### src/rtl/cuas_defines.vh
// register offsets, field positions and reset values of the serial unit
`ifndef CUAS_DEFINES_VH
`define CUAS_DEFINES_VH
`define CUAS_A_BCR0    5'h00
`define CUAS_A_BCR1    5'h01
`define CUAS_A_POCR0   5'h02
`define CUAS_A_POCR2   5'h03
`define CUAS_A_POCR3   5'h04
`define CUAS_A_TMCR2   5'h05
`define CUAS_A_DIV     5'h06
`define CUAS_A_CMP     5'h07
`define CUAS_A_FSEL    5'h08
`define CUAS_A_FEN     5'h09
`define CUAS_A_MODE    5'h0A
`define CUAS_A_CTRL    5'h0B
`define CUAS_A_TXB     5'h0C
`define CUAS_A_RXB     5'h0D
`define CUAS_A_CCS     5'h0E
`define CUAS_A_CONV    5'h0F
`define CUAS_A_RAW     5'h10
`define CUAS_A_TCRC    5'h11
`define CUAS_A_RCRC    5'h12
`define CUAS_A_HSTAT   5'h13
`define CUAS_M_STOP_LEN_SELECT    3
`define CUAS_M_PRY     4
`define CUAS_M_PARITY_ON    5
`define CUAS_M_BIT_ORDER_SELECT   6
`define CUAS_M_IRS     7
`define CUAS_C_TE      0
`define CUAS_C_RE      1
`define CUAS_GMD_UART  2'h0
`define CUAS_GMD_HDLC  2'h2
`define CUAS_RST8      8'h00
`define CUAS_RST16     16'h0000
`define CUAS_CRC_INIT  16'hFFFF
`define CUAS_CRC_POLY  16'h1021
`define CUAS_F8_LAST   3'h7
`define CUAS_HBITS     4'h8
`endif

### src/rtl/cuas_serial.v
// asynchronous serial unit with hdlc data-processing conversion
//
// Implementation choices: strobed register access and the register addresses.
`timescale 1ns/1ns
`include "cuas_defines.vh"
// Contract
// RULE1 - transfer clock is base clock over 2*(divisor+2)
// RULE2 - software keeps divisor between 0001 and FFFD hex
// RULE3 - software keeps transfer clock at base clock over six or slower
// RULE4 - on overrun the receive buffer content is undefined
// RULE5 - timer channel 3 phase-delayed output makes the transmit bit clock
// RULE6 - timer channel 2 output plus measurement makes receive clock, start aligned
// RULE7 - software keeps secondary compare below divisor
// RULE8 - five-bit prescale field divides the base timer count source
// RULE9 - stop select gives one or two stop bits, transmit and receive
// RULE10 - parity enable and odd/even select for transmit and receive
// RULE11 - bit order select gives lsb first or msb first
// RULE12 - interrupt source select picks the transmit event raising request
// RULE13 - control register shows transmit buffer empty and shift empty
// RULE14 - tx_enable enables transmit and is needed for receive
// RULE15 - 16-bit receive buffer with flags, 8-bit transmit buffer
// RULE16 - frame: start, eight data, optional parity, one or two stops
// RULE17 - overrun when next final stop arrives before buffer read
// RULE18 - hdlc mode stuffs, detects flag and abort, computes crc, no pins
// RULE19 - hdlc crc updates once per converted bit
// RULE20 - hdlc transmit stalls while converted output full, stuffing goes on
// RULE21 - hdlc receive stops when raw input register is empty
// RULE22 - hdlc clock picks f1, f8, prescaled or timer channel clock
// RULE23 - receiver samples mid-bit, framing error on low stop bit
module cuas_serial (
  input  wire        clock,
  input  wire        rst_n,
  input  wire        ce,
  input  wire [4:0]  reg_addr,
  input  wire [15:0] reg_wdata,
  input  wire        reg_wr,
  input  wire        reg_rd,
  output reg  [15:0] reg_rdata,
  input  wire        serial_in_pin,
  output wire        serial_out_pin,
  output wire        tx_irq,
  output wire        rx_irq
);

  localparam [4:0] ST_IDLE  = 5'h01;
  localparam [4:0] ST_START = 5'h02;
  localparam [4:0] ST_DATA  = 5'h04;
  localparam [4:0] ST_PAR   = 5'h08;
  localparam [4:0] ST_STOP  = 5'h10;

  reg  [7:0]  bcr0_q, bcr1_q, pocr0_q, pocr2_q, pocr3_q, tmcr2_q;
  reg  [7:0]  fsel_q, fen_q, mode_q, ctrl_q, ccs_q;
  reg  [15:0] div_q, cmp_q;
  reg  [4:0]  psc_q;
  reg  [2:0]  f8_q;
  reg  [16:0] t3_q, t2_q;
  reg         r_ph_q;
  reg  [4:0]  tx_st_q;
  reg  [7:0]  tx_sh_q, tx_buf_q;
  reg  [2:0]  tx_cnt_q;
  reg         tx_par_q, tx_stop2_q, tx_out_q, tx_empty_q, tx_irq_q;
  reg  [7:0]  h_tsh_q, h_asm_q, conv_q;
  reg  [3:0]  h_tcnt_q, h_acnt_q;
  reg  [2:0]  h_ones_q;
  reg         conv_v_q;
  reg  [15:0] tcrc_q;
  reg  [4:0]  rx_st_q;
  reg  [7:0]  rx_sh_q;
  reg  [2:0]  rx_cnt_q;
  reg         rx_par_q, rx_stop2_q, rx_perr_q, rx_ferr_q;
  reg         rx_done_q, rx_irq_q, prev_in_q;
  reg  [15:0] rx_buf_q;
  reg  [7:0]  h_raw_q, h_rasm_q;
  reg  [3:0]  h_rcnt_q;
  reg  [2:0]  h_racnt_q, h_rones_q;
  reg         h_flag_q, h_abort_q;
  reg  [15:0] rcrc_q;
  reg  [15:0] rd_d;

  function [15:0] crc_step;
    input [15:0] c;
    input        b;
    begin
      crc_step = {c[14:0], 1'b0} ^ ((c[15] ^ b) ? `CUAS_CRC_POLY : `CUAS_RST16);
    end
  endfunction

  wire       uart_md   = (mode_q[1:0] == `CUAS_GMD_UART);
  wire       hdlc_md   = (mode_q[1:0] == `CUAS_GMD_HDLC);
  wire       te        = ctrl_q[`CUAS_C_TE];
  wire       re        = ctrl_q[`CUAS_C_RE];
  wire       stop_len_select      = mode_q[`CUAS_M_STOP_LEN_SELECT];
  wire       odd       = mode_q[`CUAS_M_PRY];
  wire       pon       = mode_q[`CUAS_M_PARITY_ON];
  wire       msb_first = mode_q[`CUAS_M_BIT_ORDER_SELECT];
  wire       irq_source_select       = mode_q[`CUAS_M_IRS];
  wire       wr_txb    = reg_wr && (reg_addr == `CUAS_A_TXB);
  wire       wr_raw    = reg_wr && (reg_addr == `CUAS_A_RAW);
  wire       rd_rxb    = reg_rd && (reg_addr == `CUAS_A_RXB);
  wire       rd_conv   = reg_rd && (reg_addr == `CUAS_A_CONV);
  wire       rd_hstat  = reg_rd && (reg_addr == `CUAS_A_HSTAT);

  // RULE8 prescaled count source
  wire        base_tick = (psc_q >= bcr0_q[4:0]);
  // RULE1 period of 2*(n+2) base ticks
  wire [16:0] t3_last   = {div_q, 1'b1} + 17'h00002;
  wire        t3_wrap   = (t3_q >= t3_last);
  // RULE5 phase-delayed edge at the secondary compare point
  wire        tx_tick   = base_tick && (t3_q == {1'b0, cmp_q});
  wire [16:0] t2_last   = {1'b0, div_q} + 17'h00001;
  wire        t2_wrap   = (t2_q >= t2_last);
  // RULE14 receive needs both enables
  wire        rx_on     = uart_md && te && re;
  wire        rx_restart = rx_on && (rx_st_q == ST_IDLE) && prev_in_q && !serial_in_pin;
  // RULE23 sample at the end of every odd half period
  wire        rx_samp   = base_tick && t2_wrap && !r_ph_q && !rx_restart;
  // RULE22 hdlc conversion clock select
  wire        hstep     = (ccs_q[1:0] == 2'h0) ? 1'b1 :
                          (ccs_q[1:0] == 2'h1) ? (f8_q == `CUAS_F8_LAST) :
                          (ccs_q[1:0] == 2'h2) ? base_tick : (base_tick && t3_wrap);
  // RULE11 next transmit data bit
  wire        tx_dbit   = msb_first ? tx_sh_q[7] : tx_sh_q[0];
  wire [7:0]  tx_shn    = msb_first ? {tx_sh_q[6:0], 1'b0} : {1'b0, tx_sh_q[7:1]};
  wire        tx_idle   = (tx_st_q == ST_IDLE) && (h_tcnt_q == 4'h0);
  wire        hr_bit    = h_raw_q[0];
  wire        hr_keep   = (h_rones_q < 3'h5);
  wire        rx_fin_f  = rx_ferr_q | ~serial_in_pin;

  assign serial_out_pin = tx_out_q;
  assign tx_irq         = tx_irq_q;
  assign rx_irq         = rx_irq_q;

  always @(posedge clock or negedge rst_n) begin
    if (!rst_n) begin
      bcr0_q  <= `CUAS_RST8;
      bcr1_q  <= `CUAS_RST8;
      pocr0_q <= `CUAS_RST8;
      pocr2_q <= `CUAS_RST8;
      pocr3_q <= `CUAS_RST8;
      tmcr2_q <= `CUAS_RST8;
      fsel_q  <= `CUAS_RST8;
      fen_q   <= `CUAS_RST8;
      mode_q  <= `CUAS_RST8;
      ctrl_q  <= `CUAS_RST8;
      ccs_q   <= `CUAS_RST8;
      div_q   <= `CUAS_RST16;
      cmp_q   <= `CUAS_RST16;
    end else if (ce && reg_wr) begin
      case (reg_addr)
        `CUAS_A_BCR0:  bcr0_q  <= reg_wdata[7:0];
        `CUAS_A_BCR1:  bcr1_q  <= reg_wdata[7:0];
        `CUAS_A_POCR0: pocr0_q <= reg_wdata[7:0];
        `CUAS_A_POCR2: pocr2_q <= reg_wdata[7:0];
        `CUAS_A_POCR3: pocr3_q <= reg_wdata[7:0];
        `CUAS_A_TMCR2: tmcr2_q <= reg_wdata[7:0];
        `CUAS_A_FSEL:  fsel_q  <= reg_wdata[7:0];
        `CUAS_A_FEN:   fen_q   <= reg_wdata[7:0];
        `CUAS_A_MODE:  mode_q  <= reg_wdata[7:0];
        `CUAS_A_CTRL:  ctrl_q  <= reg_wdata[7:0];
        `CUAS_A_CCS:   ccs_q   <= reg_wdata[7:0];
        `CUAS_A_DIV:   div_q   <= reg_wdata;
        `CUAS_A_CMP:   cmp_q   <= reg_wdata;
        default: ;
      endcase
    end
  end

  always @* begin
    case (reg_addr)
      `CUAS_A_BCR0:  rd_d = {8'h00, bcr0_q};
      `CUAS_A_BCR1:  rd_d = {8'h00, bcr1_q};
      `CUAS_A_POCR0: rd_d = {8'h00, pocr0_q};
      `CUAS_A_POCR2: rd_d = {8'h00, pocr2_q};
      `CUAS_A_POCR3: rd_d = {8'h00, pocr3_q};
      `CUAS_A_TMCR2: rd_d = {8'h00, tmcr2_q};
      `CUAS_A_FSEL:  rd_d = {8'h00, fsel_q};
      `CUAS_A_FEN:   rd_d = {8'h00, fen_q};
      `CUAS_A_MODE:  rd_d = {8'h00, mode_q};
      // RULE13 buffer-empty and shift-empty status
      `CUAS_A_CTRL:  rd_d = {8'h00, ctrl_q[7:5], tx_idle, tx_empty_q, rx_done_q, ctrl_q[1:0]};
      `CUAS_A_CCS:   rd_d = {8'h00, ccs_q};
      `CUAS_A_DIV:   rd_d = div_q;
      `CUAS_A_CMP:   rd_d = cmp_q;
      `CUAS_A_RXB:   rd_d = rx_buf_q;
      `CUAS_A_CONV:  rd_d = {8'h00, conv_q};
      `CUAS_A_TCRC:  rd_d = tcrc_q;
      `CUAS_A_RCRC:  rd_d = rcrc_q;
      `CUAS_A_HSTAT: rd_d = {12'h000, conv_v_q, (h_rcnt_q == 4'h0), h_abort_q, h_flag_q};
      default:       rd_d = `CUAS_RST16;
    endcase
  end

  always @(posedge clock or negedge rst_n) begin
    if (!rst_n) begin
      reg_rdata <= `CUAS_RST16;
    end else if (ce) begin
      reg_rdata <= reg_rd ? rd_d : `CUAS_RST16;
    end
  end

  always @(posedge clock or negedge rst_n) begin
    if (!rst_n) begin
      psc_q  <= 5'h00;
      f8_q   <= 3'h0;
      t3_q   <= 17'h00000;
      t2_q   <= 17'h00000;
      r_ph_q <= 1'b0;
    end else if (ce) begin
      psc_q <= base_tick ? 5'h00 : psc_q + 5'h01;
      f8_q  <= f8_q + 3'h1;
      if (base_tick) begin
        t3_q <= t3_wrap ? 17'h00000 : t3_q + 17'h00001;
      end
      // RULE6 receive timer restarts on the start edge
      if (rx_restart) begin
        t2_q   <= 17'h00000;
        r_ph_q <= 1'b0;
      end else if (base_tick) begin
        if (t2_wrap) begin
          t2_q   <= 17'h00000;
          r_ph_q <= ~r_ph_q;
        end else begin
          t2_q <= t2_q + 17'h00001;
        end
      end
    end
  end

  always @(posedge clock or negedge rst_n) begin
    if (!rst_n) begin
      tx_st_q    <= ST_IDLE;
      tx_sh_q    <= `CUAS_RST8;
      tx_buf_q   <= `CUAS_RST8;
      tx_cnt_q   <= 3'h0;
      tx_par_q   <= 1'b0;
      tx_stop2_q <= 1'b0;
      tx_out_q   <= 1'b1;
      tx_empty_q <= 1'b1;
      tx_irq_q   <= 1'b0;
      h_tsh_q    <= `CUAS_RST8;
      h_asm_q    <= `CUAS_RST8;
      conv_q     <= `CUAS_RST8;
      h_tcnt_q   <= 4'h0;
      h_acnt_q   <= 4'h0;
      h_ones_q   <= 3'h0;
      conv_v_q   <= 1'b0;
      tcrc_q     <= `CUAS_CRC_INIT;
    end else if (ce) begin
      tx_irq_q <= 1'b0;
      if (rd_conv) begin
        conv_v_q <= 1'b0;
      end
      if (!te) begin
        tcrc_q <= `CUAS_CRC_INIT;
      end
      // RULE14 transmitter held idle unless enabled in uart mode
      if (!uart_md || !te) begin
        tx_st_q  <= ST_IDLE;
        tx_out_q <= 1'b1;
      end else if (tx_tick) begin
        // RULE16 start, data, parity, stop sequence
        case (tx_st_q)
          ST_IDLE: if (!tx_empty_q) begin
            tx_sh_q    <= tx_buf_q;
            tx_empty_q <= 1'b1;
            tx_out_q   <= 1'b0;
            tx_par_q   <= 1'b0;
            tx_st_q    <= ST_START;
            // RULE12 request on buffer transfer
            tx_irq_q   <= !irq_source_select;
          end
          ST_START: begin
            tx_out_q <= tx_dbit;
            tx_par_q <= tx_dbit;
            tx_sh_q  <= tx_shn;
            tx_cnt_q <= 3'h1;
            tx_st_q  <= ST_DATA;
          end
          ST_DATA: if (tx_cnt_q != 3'h0) begin
            tx_out_q <= tx_dbit;
            tx_par_q <= tx_par_q ^ tx_dbit;
            tx_sh_q  <= tx_shn;
            tx_cnt_q <= tx_cnt_q + 3'h1;
          // RULE10 parity bit generation
          end else if (pon) begin
            tx_out_q <= tx_par_q ^ odd;
            tx_st_q  <= ST_PAR;
          end else begin
            tx_out_q   <= 1'b1;
            tx_stop2_q <= stop_len_select;
            tx_st_q    <= ST_STOP;
          end
          ST_PAR: begin
            tx_out_q   <= 1'b1;
            tx_stop2_q <= stop_len_select;
            tx_st_q    <= ST_STOP;
          end
          // RULE9 one or two stop bits
          ST_STOP: if (tx_stop2_q) begin
            tx_stop2_q <= 1'b0;
          end else begin
            tx_st_q  <= ST_IDLE;
            tx_irq_q <= irq_source_select;
          end
          default: tx_st_q <= ST_IDLE;
        endcase
      end
      // RULE18 hdlc transmit conversion, no pin involved
      if (hdlc_md && te && hstep) begin
        if (h_acnt_q == `CUAS_HBITS) begin
          // RULE20 stall while converted output still full
          if (!conv_v_q) begin
            conv_q   <= h_asm_q;
            conv_v_q <= 1'b1;
            h_acnt_q <= 4'h0;
            tx_irq_q <= irq_source_select;
          end
        // RULE20 stuffing proceeds without further data
        end else if (h_ones_q == 3'h5) begin
          h_asm_q  <= {1'b0, h_asm_q[7:1]};
          h_acnt_q <= h_acnt_q + 4'h1;
          h_ones_q <= 3'h0;
        end else if (h_tcnt_q != 4'h0) begin
          h_asm_q  <= {h_tsh_q[0], h_asm_q[7:1]};
          h_acnt_q <= h_acnt_q + 4'h1;
          h_tsh_q  <= {1'b0, h_tsh_q[7:1]};
          h_tcnt_q <= h_tcnt_q - 4'h1;
          h_ones_q <= h_tsh_q[0] ? h_ones_q + 3'h1 : 3'h0;
          // RULE19 crc per converted bit
          tcrc_q   <= crc_step(tcrc_q, h_tsh_q[0]);
        end else if (!tx_empty_q) begin
          h_tsh_q    <= tx_buf_q;
          h_tcnt_q   <= `CUAS_HBITS;
          tx_empty_q <= 1'b1;
          tx_irq_q   <= !irq_source_select;
        end
      end
      // RULE15 eight-bit transmit buffer
      if (wr_txb) begin
        tx_buf_q   <= reg_wdata[7:0];
        tx_empty_q <= 1'b0;
      end
    end
  end

  always @(posedge clock or negedge rst_n) begin
    if (!rst_n) begin
      rx_st_q    <= ST_IDLE;
      rx_sh_q    <= `CUAS_RST8;
      rx_cnt_q   <= 3'h0;
      rx_par_q   <= 1'b0;
      rx_stop2_q <= 1'b0;
      rx_perr_q  <= 1'b0;
      rx_ferr_q  <= 1'b0;
      rx_done_q  <= 1'b0;
      rx_irq_q   <= 1'b0;
      prev_in_q  <= 1'b1;
      rx_buf_q   <= `CUAS_RST16;
      h_raw_q    <= `CUAS_RST8;
      h_rasm_q   <= `CUAS_RST8;
      h_rcnt_q   <= 4'h0;
      h_racnt_q  <= 3'h0;
      h_rones_q  <= 3'h0;
      h_flag_q   <= 1'b0;
      h_abort_q  <= 1'b0;
      rcrc_q     <= `CUAS_CRC_INIT;
    end else if (ce) begin
      rx_irq_q  <= 1'b0;
      prev_in_q <= serial_in_pin;
      if (rd_rxb) begin
        rx_done_q <= 1'b0;
      end
      if (rd_hstat) begin
        h_flag_q  <= 1'b0;
        h_abort_q <= 1'b0;
      end
      if (!re) begin
        rcrc_q <= `CUAS_CRC_INIT;
      end
      if (!rx_on) begin
        rx_st_q <= ST_IDLE;
      end else begin
        case (rx_st_q)
          ST_IDLE: if (rx_restart) begin
            rx_st_q <= ST_START;
          end
          // RULE23 false start rejected at mid-bit
          ST_START: if (rx_samp) begin
            if (serial_in_pin) begin
              rx_st_q <= ST_IDLE;
            end else begin
              rx_st_q   <= ST_DATA;
              rx_cnt_q  <= 3'h0;
              rx_par_q  <= 1'b0;
              rx_perr_q <= 1'b0;
              rx_ferr_q <= 1'b0;
            end
          end
          // RULE11 receive shift direction
          ST_DATA: if (rx_samp) begin
            rx_sh_q  <= msb_first ? {rx_sh_q[6:0], serial_in_pin}
                                  : {serial_in_pin, rx_sh_q[7:1]};
            rx_par_q <= rx_par_q ^ serial_in_pin;
            rx_cnt_q <= rx_cnt_q + 3'h1;
            if (rx_cnt_q == 3'h7) begin
              rx_st_q    <= pon ? ST_PAR : ST_STOP;
              rx_stop2_q <= stop_len_select;
            end
          end
          // RULE10 parity check
          ST_PAR: if (rx_samp) begin
            rx_perr_q <= rx_par_q ^ serial_in_pin ^ odd;
            rx_st_q   <= ST_STOP;
          end
          ST_STOP: if (rx_samp) begin
            // RULE9 second stop bit also checked
            if (rx_stop2_q) begin
              rx_stop2_q <= 1'b0;
              rx_ferr_q  <= rx_fin_f;
            end else begin
              // RULE17 overrun when previous character unread
              // RULE4 overrun overwrites the buffer
              rx_buf_q  <= {rx_perr_q | rx_fin_f | rx_done_q, rx_perr_q,
                            rx_fin_f, rx_done_q, 4'h0, rx_sh_q};
              rx_done_q <= 1'b1;
              rx_irq_q  <= 1'b1;
              rx_st_q   <= ST_IDLE;
            end
          end
          default: rx_st_q <= ST_IDLE;
        endcase
      end
      // RULE21 receive conversion only while raw bits remain
      if (hdlc_md && te && re && hstep && (h_rcnt_q != 4'h0)) begin
        h_raw_q  <= {1'b0, h_raw_q[7:1]};
        h_rcnt_q <= h_rcnt_q - 4'h1;
        if (hr_keep) begin
          h_rasm_q  <= {hr_bit, h_rasm_q[7:1]};
          h_racnt_q <= h_racnt_q + 3'h1;
          // RULE19 receive crc per kept bit
          rcrc_q    <= crc_step(rcrc_q, hr_bit);
          if (h_racnt_q == 3'h7) begin
            rx_buf_q  <= {3'h0, rx_done_q, 4'h0, hr_bit, h_rasm_q[7:1]};
            rx_done_q <= 1'b1;
            rx_irq_q  <= 1'b1;
          end
        end
        // RULE18 flag and abort detection with destuffing
        if (hr_bit) begin
          if (h_rones_q == 3'h6) begin
            h_abort_q <= 1'b1;
          end
          if (h_rones_q != 3'h7) begin
            h_rones_q <= h_rones_q + 3'h1;
          end
        end else begin
          h_rones_q <= 3'h0;
          if (h_rones_q == 3'h6) begin
            h_flag_q  <= 1'b1;
            h_racnt_q <= 3'h0;
            rcrc_q    <= `CUAS_CRC_INIT;
          end
        end
      end
      if (wr_raw) begin
        h_raw_q  <= reg_wdata[7:0];
        h_rcnt_q <= `CUAS_HBITS;
      end
    end
  end

endmodule

### config.mk
export PLATFORM = sky130hd
export DESIGN_NAME = cuas_serial
export DESIGN_NICKNAME = d
export VERILOG_FILES = /design/src/rtl/cuas_serial.v
export VERILOG_INCLUDE_DIRS = /design/src /design/src/rtl
export SDC_FILE = /design/constraint.sdc
export NUM_CORES = 1
export LEC_CHECK = 0
export BUFFER_PORTS_ARGS = -buffer_cell sky130_fd_sc_hd__clkbuf_2
export CAP_MARGIN = 20
export CELL_PAD_IN_SITES_DETAIL_PLACEMENT = 1
export CELL_PAD_IN_SITES_GLOBAL_PLACEMENT = 1
export CORE_AREA = 2 2 198 200
export DETAILED_ROUTE_END_ITERATION = 10
export DIE_AREA = 0 0 200 202
export HOLD_SLACK_MARGIN = 0.08
export PLACE_DENSITY_LB_ADDON = 0.1
export SYNTH_ARGS = -nofsm -noshare
export SYNTH_HDL_FRONTEND = slang
export SYNTH_SLANG_ARGS = --single-unit
export TNS_END_PERCENT = 5
### constraint.sdc
create_clock -name clock -period 3.4 [get_ports clock]
set_clock_uncertainty 0.1 [all_clocks]
set_input_delay 0 -clock clock [delete_from_list [all_inputs] [get_ports clock]]
set_output_delay 0 -clock clock [all_outputs]
set_load 0.005 [all_outputs]
Yosys cells after proc, flatten, opt, wreduce, memory -nomap -nowiden
Cells that the tools add are included.
{"block": "classes", "add_sub_neg": 14, "n_lt_le_gt_ge": 4, "eq_ne": 64, "n_mux": 153, "n_bitwise": 17, "reduce_logical": 87}
{"operator": "16-bit 2-to-1 mux", "count": 18}
{"operator": "16-bit one-hot mux with 18 select lines", "count": 1}
{"operator": "5-bit 2-to-1 mux", "count": 15}
{"operator": "8-bit 2-to-1 mux", "count": 9}
{"operator": "1-bit 2-to-1 mux", "count": 70}
{"operator": "17-bit 2-to-1 mux", "count": 4}
{"operator": "5-bit by 4-bit equality test with 1-bit output, second input constant", "count": 10}
{"operator": "5-bit one-hot mux with 5 select lines", "count": 2}
{"operator": "3-bit 2-to-1 mux", "count": 13}
{"operator": "2-bit AND reduction", "count": 18}
{"operator": "17-bit by 1-bit adder with 17-bit output, second input constant", "count": 2}
{"operator": "17-bit greater-or-equal comparator", "count": 2}
{"operator": "4-bit 2-to-1 mux", "count": 8}
{"operator": "16-bit by 13-bit XOR with 16-bit output", "count": 2}
{"operator": "5-bit by 3-bit equality test with 1-bit output, second input constant", "count": 6}
{"operator": "5-bit equality test, second input constant", "count": 6}
{"operator": "3-bit != test, second input constant", "count": 10}
{"operator": "6-bit AND reduction", "count": 5}
{"operator": "13-bit 2-to-1 mux", "count": 2}
{"operator": "2-bit != test, second input constant", "count": 12}
{"operator": "8-bit one-hot mux with 3 select lines", "count": 1}
{"operator": "1-bit logical AND", "count": 22}
{"operator": "5-bit by 2-bit equality test with 1-bit output, second input constant", "count": 4}
{"operator": "4-bit AND reduction", "count": 5}
{"operator": "other kinds (36)", "count": 92}
{"block": "word_totals", "regBits": 343, "inputBits": 27, "out_inout_bits": 19, "elab_cells": 394}

Logic depth before layout (Yosys ltp)
{"block": "depth", "ltp_word": 14, "mapped_depth": 16, "ltp_nobuf": 14}

Least setup slack after synthesis
Ideal clock, no wire load.
{"block": "synth_timing", "path_type": "register to register", "from": "reg div_q[0]", "to": "reg rcrc_q[10]", "setup_ns": 0.080, "t_arrival_ns": 3.491, "required_time_ns": 3.220, "path_slack_ns": -0.270, "stages_incl_launch_ff": 17, "path_buffers": 2, "period_less_slack_ns": 3.670, "cell_sequence": "dfrtp_1 ha_1 nand3_1 nor2_1 nand2_1 xor2_1 ha_1 a41o_1 a221o_1 a41oi_1 maj3_1 a221oi_2 o211ai_2 or3_1 buf_2 buf_6 o22a_1"}
{"block": "synth_via", "elab_chain_len": 9}
{"element": "start, declared", "line": "cuas_serial.v:53", "rtl": "reg [15:0] div_q, cmp_q;"}
{"element": "start signal, assigned", "line": "cuas_serial.v:146", "rtl": "div_q <= `CUAS_RST16;"}
{"element": "start signal, assigned", "line": "cuas_serial.v:161", "rtl": "`CUAS_A_DIV: div_q <= reg_wdata;"}
{"element": "17-bit by 2-bit adder with 17-bit output", "line": "cuas_serial.v:106", "rtl": "wire [16:0] t3_last = {div_q, 1'b1} + 17'h00002;"}
{"element": "17-bit greater-or-equal comparator", "line": "cuas_serial.v:107", "rtl": "wire t3_wrap = (t3_q >= t3_last);"}
{"element": "1-bit logical AND", "line": "cuas_serial.v:120", "rtl": "(ccs_q[1:0] == 2'h2) ? base_tick : (base_tick && t3_wrap);"}
{"element": "1-bit 2-to-1 mux", "line": "cuas_serial.v:120"}
{"element": "1-bit 2-to-1 mux", "line": "cuas_serial.v:119", "rtl": "(ccs_q[1:0] == 2'h1) ? (f8_q == `CUAS_F8_LAST) :"}
{"element": "1-bit 2-to-1 mux", "line": "cuas_serial.v:118", "rtl": "wire hstep = (ccs_q[1:0] == 2'h0) ? 1'b1 :"}
{"element": "1-bit logical AND (2 in series)", "line": "cuas_serial.v:434", "rtl": "if (hdlc_md && te && re && hstep && (h_rcnt_q != 4'h0)) begin"}
{"element": "16-bit 2-to-1 mux", "line": "cuas_serial.v:434"}
{"element": "end signal, assigned", "line": "cuas_serial.v:378", "rtl": "rcrc_q <= `CUAS_CRC_INIT;"}
{"element": "end signal, assigned", "line": "cuas_serial.v:441", "rtl": "rcrc_q <= crc_step(rcrc_q, hr_bit);"}
{"element": "end signal, assigned", "line": "cuas_serial.v:461", "rtl": "rcrc_q <= `CUAS_CRC_INIT;"}
{"element": "end, declared", "line": "cuas_serial.v:77", "rtl": "reg [15:0] rcrc_q;"}
Every way passes these cells.
A chain may end at the register's enable or synchronous reset.

Worst setup path after layout
{"block": "layout_timing", "from": "reg div_q[1]", "to": "reg rcrc_q[9]"}
Same word-level chain as after synthesis.

==> flow_summary.toml <==
[status]
outcome = "complete, but fails checks"
violations = "setup timing"

[synthesis]
synth.cell_area_um2 = 17400
yosysMostFrequentCell = "dfrtp_1"
synth-edff-count = 0
yosysTopAreaCell = "dfrtp_1"
synth_area_leaders = "dfrtp_1 43%, mux2_2 12%, dfstp_2 5.6%, ha_1 3.8%, nor2_1 2.4%"
synth.distinct_cells = 83
yosysSeqAreaShare_pct = 49.03
ys_warn_count = 0
synth_top_area_share_pct = 43.44
synth_ff_type = "dfrtp_1"
ys_ff_latch = 339
synth_common_cells = "302 x dfrtp_1, 183 x mux2_2, 111 x nor2_1, 94 x nand2_1, 59 x nand3_1"
postSynthAreaPerCell_um2 = 11.15
ys_async_sr_fraction_pct = 100.0
synth_nets = 1640
syn_inst = 1560

[drt]
wirelength_mm = 57.65
first_pass_iters = 7
vias = 13861
ant_nets = 0
drcViolationCount = 0
post_drt_wl_per_cell_um = 24.84
viasPerCell = 5.972
drt-initial-drc-count = 869

[grt]
antenna_found_initial = 2
grt_max_degree = 105
grt_use_total_pct = 29.22
grt_pass1_wl_mm = 89.40
overflow = 0
grt_pass1_vias = 14923

[sta]
fmax_mhz = 255.6
finalCritPeriodShare_pct = 115.1
setup_viol_count_final = 152
finalSetupTns_ns = -47.95
rsz0062_at_grt = "true"
hold_slack_ns = 0.1073
maxSlewViolCount = 0
slew_headroom_pct = 37.18
finalHoldViolCount = 0
final.setup.worst_slack_ns = -0.5122
max_slew.worst_pin.slew_ns = 0.9382
post-route-min-period_ns = 3.912

[setup_path]
end_kind = "flip-flop"
required_ns = 3.79
regToRegSetupSlack_ns = -0.51
timing.rr.start = "div_q[1]$_DFFE_PN0P_"
critPathLaunchType = "flip-flop"
crit_type = "reg2reg"
r2r_end = "rcrc_q[9]$_DFFE_PN1P_"
worstRegToRegCells = 16
arrival_ns = 4.30
cp_max_fo = 7

[place]
gp_congestion = 0.8748
dp_slack_ns = -0.4802
portBuffers = 45
dp_hpwl_mm = 40.20

[worst_hold_path]
hold_start = "reg_addr[3]"
min_path_cells = 5
holdPathEnd = "reg_rdata[4]$_DFFE_PN0P_"
hold_class = "in2reg"

[floorplanning]
start_util_pct = 45.43
ios = 46
rows = 72
core_um2 = 38290
die-area_um2 = 40400
die_h_um = 202
die_x_um = 200

[layout]
layout-drive-gt1-share_pct = 34.18
finalNetCount = 1850
fill_cells = 4027
fin_util_pct = 56.39
syn2layout_area_growth_pct = 24.11

[clocking]
path_clk_slew_ns = 0.06
cts_tree = "done"
clock_path_buffers = 3
cts-htree-levels = 2
cts.sinks = 339
root_buffer = "clkbuf_16"
clk_latency_ns = 0.56
cts_buffers = 40

[power]
leakage_nw = 9.951
p_per_area_nw_per_um2 = 546.7
fin_total_pwr_mw = 11.80
peakVddDrop_uv = 436.1

[flow_run]
max_cap_violations = 0
-- worst max path at each step --
| stage | from | to | slack (ns) |
|---|---|---|---|
| final | div_q[1]$_DFFE_PN0P_ | rcrc_q[9]$_DFFE_PN1P_ | -0.51 |
| after global routing | div_q[1]$_DFFE_PN0P_ | rcrc_q[9]$_DFFE_PN1P_ | -0.63 |
| after floorplan | div_q[0]$_DFFE_PN0P_ | rcrc_q[10]$_DFFE_PN1P_ | -0.07 |
| after global placement | div_q[1]$_DFFE_PN0P_ | h_asm_q[5]$_DFFE_PN0P_ | -0.31 |
| after detailed placement | div_q[1]$_DFFE_PN0P_ | rx_st_q[1]$_DFFE_PN0P_ | -0.48 |
| after CTS | div_q[1]$_DFFE_PN0P_ | rcrc_q[3]$_DFFE_PN1P_ | -0.39 |
-- placed cells by master, fill, tap and decap left out, drive strengths merged, types with 37 or more instances in the layout --
cell,Yosys,final
dfrtp,302,302
mux2,190,190
buf,16,163
nor2,113,113
clkbuf,51,102
nand2,94,94
nand3,60,60
inv,54,57
o21ai,54,54
a22oi,53,53
ha,53,53
a21oi,42,42
xor2,38,38
dfstp,37,37
-- where the power goes --
part / internal [mW] / total [mW] / switching (mW)
clock: 2.87 / 4.68 / 1.81
combinational: 1.05 / 2.34 / 1.29
sequential: 4.41 / 4.78 / 0.371
-- kinds of logic after synthesis --
kind of cell	share of synthesized area, %
xor+xnor	3.273
buf+inv	2.855
mux	14.23
fa+ha+maj	3.870
simple gates	12.46
compound gates	14.28
flops	49.03
-- critical path: stages, from the launching register on --
cell and delay [ns]:
dfrtp_2 0.42, ha_4 0.18, nand4_1 0.18, nor2_1 0.18, xnor2_1 0.13, ha_1 0.34
and2_4 0.16, a221o_1 0.17, a41oi_2 0.05, maj3_2 0.37, a221oi_4 0.31, buf_6 0.17
o211ai_4 0.11, buf_12 0.18, or3_4 0.43, clkbuf_16 0.17, o22a_1 0.19
-- area by class of cell --
cell class	count	area, µm²	area share [%]
multi-input combinational	1100	8852	41.00
tap	518	648.1	3.002
clock buffer	57	1176	5.448
clock inverter	17	251.5	1.165
sequential	339	8536	39.54
inverter	54	202.7	0.9389
timing repair buffer	235	1921	8.896
antenna	1	2.502	0.01159
-- metal layers --
metal	vias to the layer above	wire (µm)	track usage, %
met2	320	27560	47.79
met3	128	2796	5.056
met5	-	13	0
met1	7204	25140	39.42
met4	2	2135	9.444
li1	6207	-	-
-- stage by stage --
step                instance area [µm²]  std cells
detailed placement                19180       2196
global placement                  19180       2196
finish                            21590       2321
CTS                               21230       2307
floorplan                         17460       1560
global route                      21590       2320
-- repair_timing --
| action | 4_1_cts | 5_1_grt |
|---|---|---|
| buffers inserted | 8 | 11 |
| hold buffers | 27 | 0 |
| setup endpoints to repair | 168 | 169 |
| gates resized for setup | 55 | 61 |
| pin swaps | 23 | 34 |
| hold endpoints to repair | 425 | 0 |
| gates cloned | 2 | 2 |
-- flip-flops by register name, summed over array words and instances, names as in the netlist, 16 cells and up --
name	cells
rcrc_q	16
t3_q	17
rx_buf_q	16
tcrc_q	16
cmp_q	16
t2_q	17
reg_rdata	16
div_q	16
Note: power is estimated with default switching activity, not from simulation.
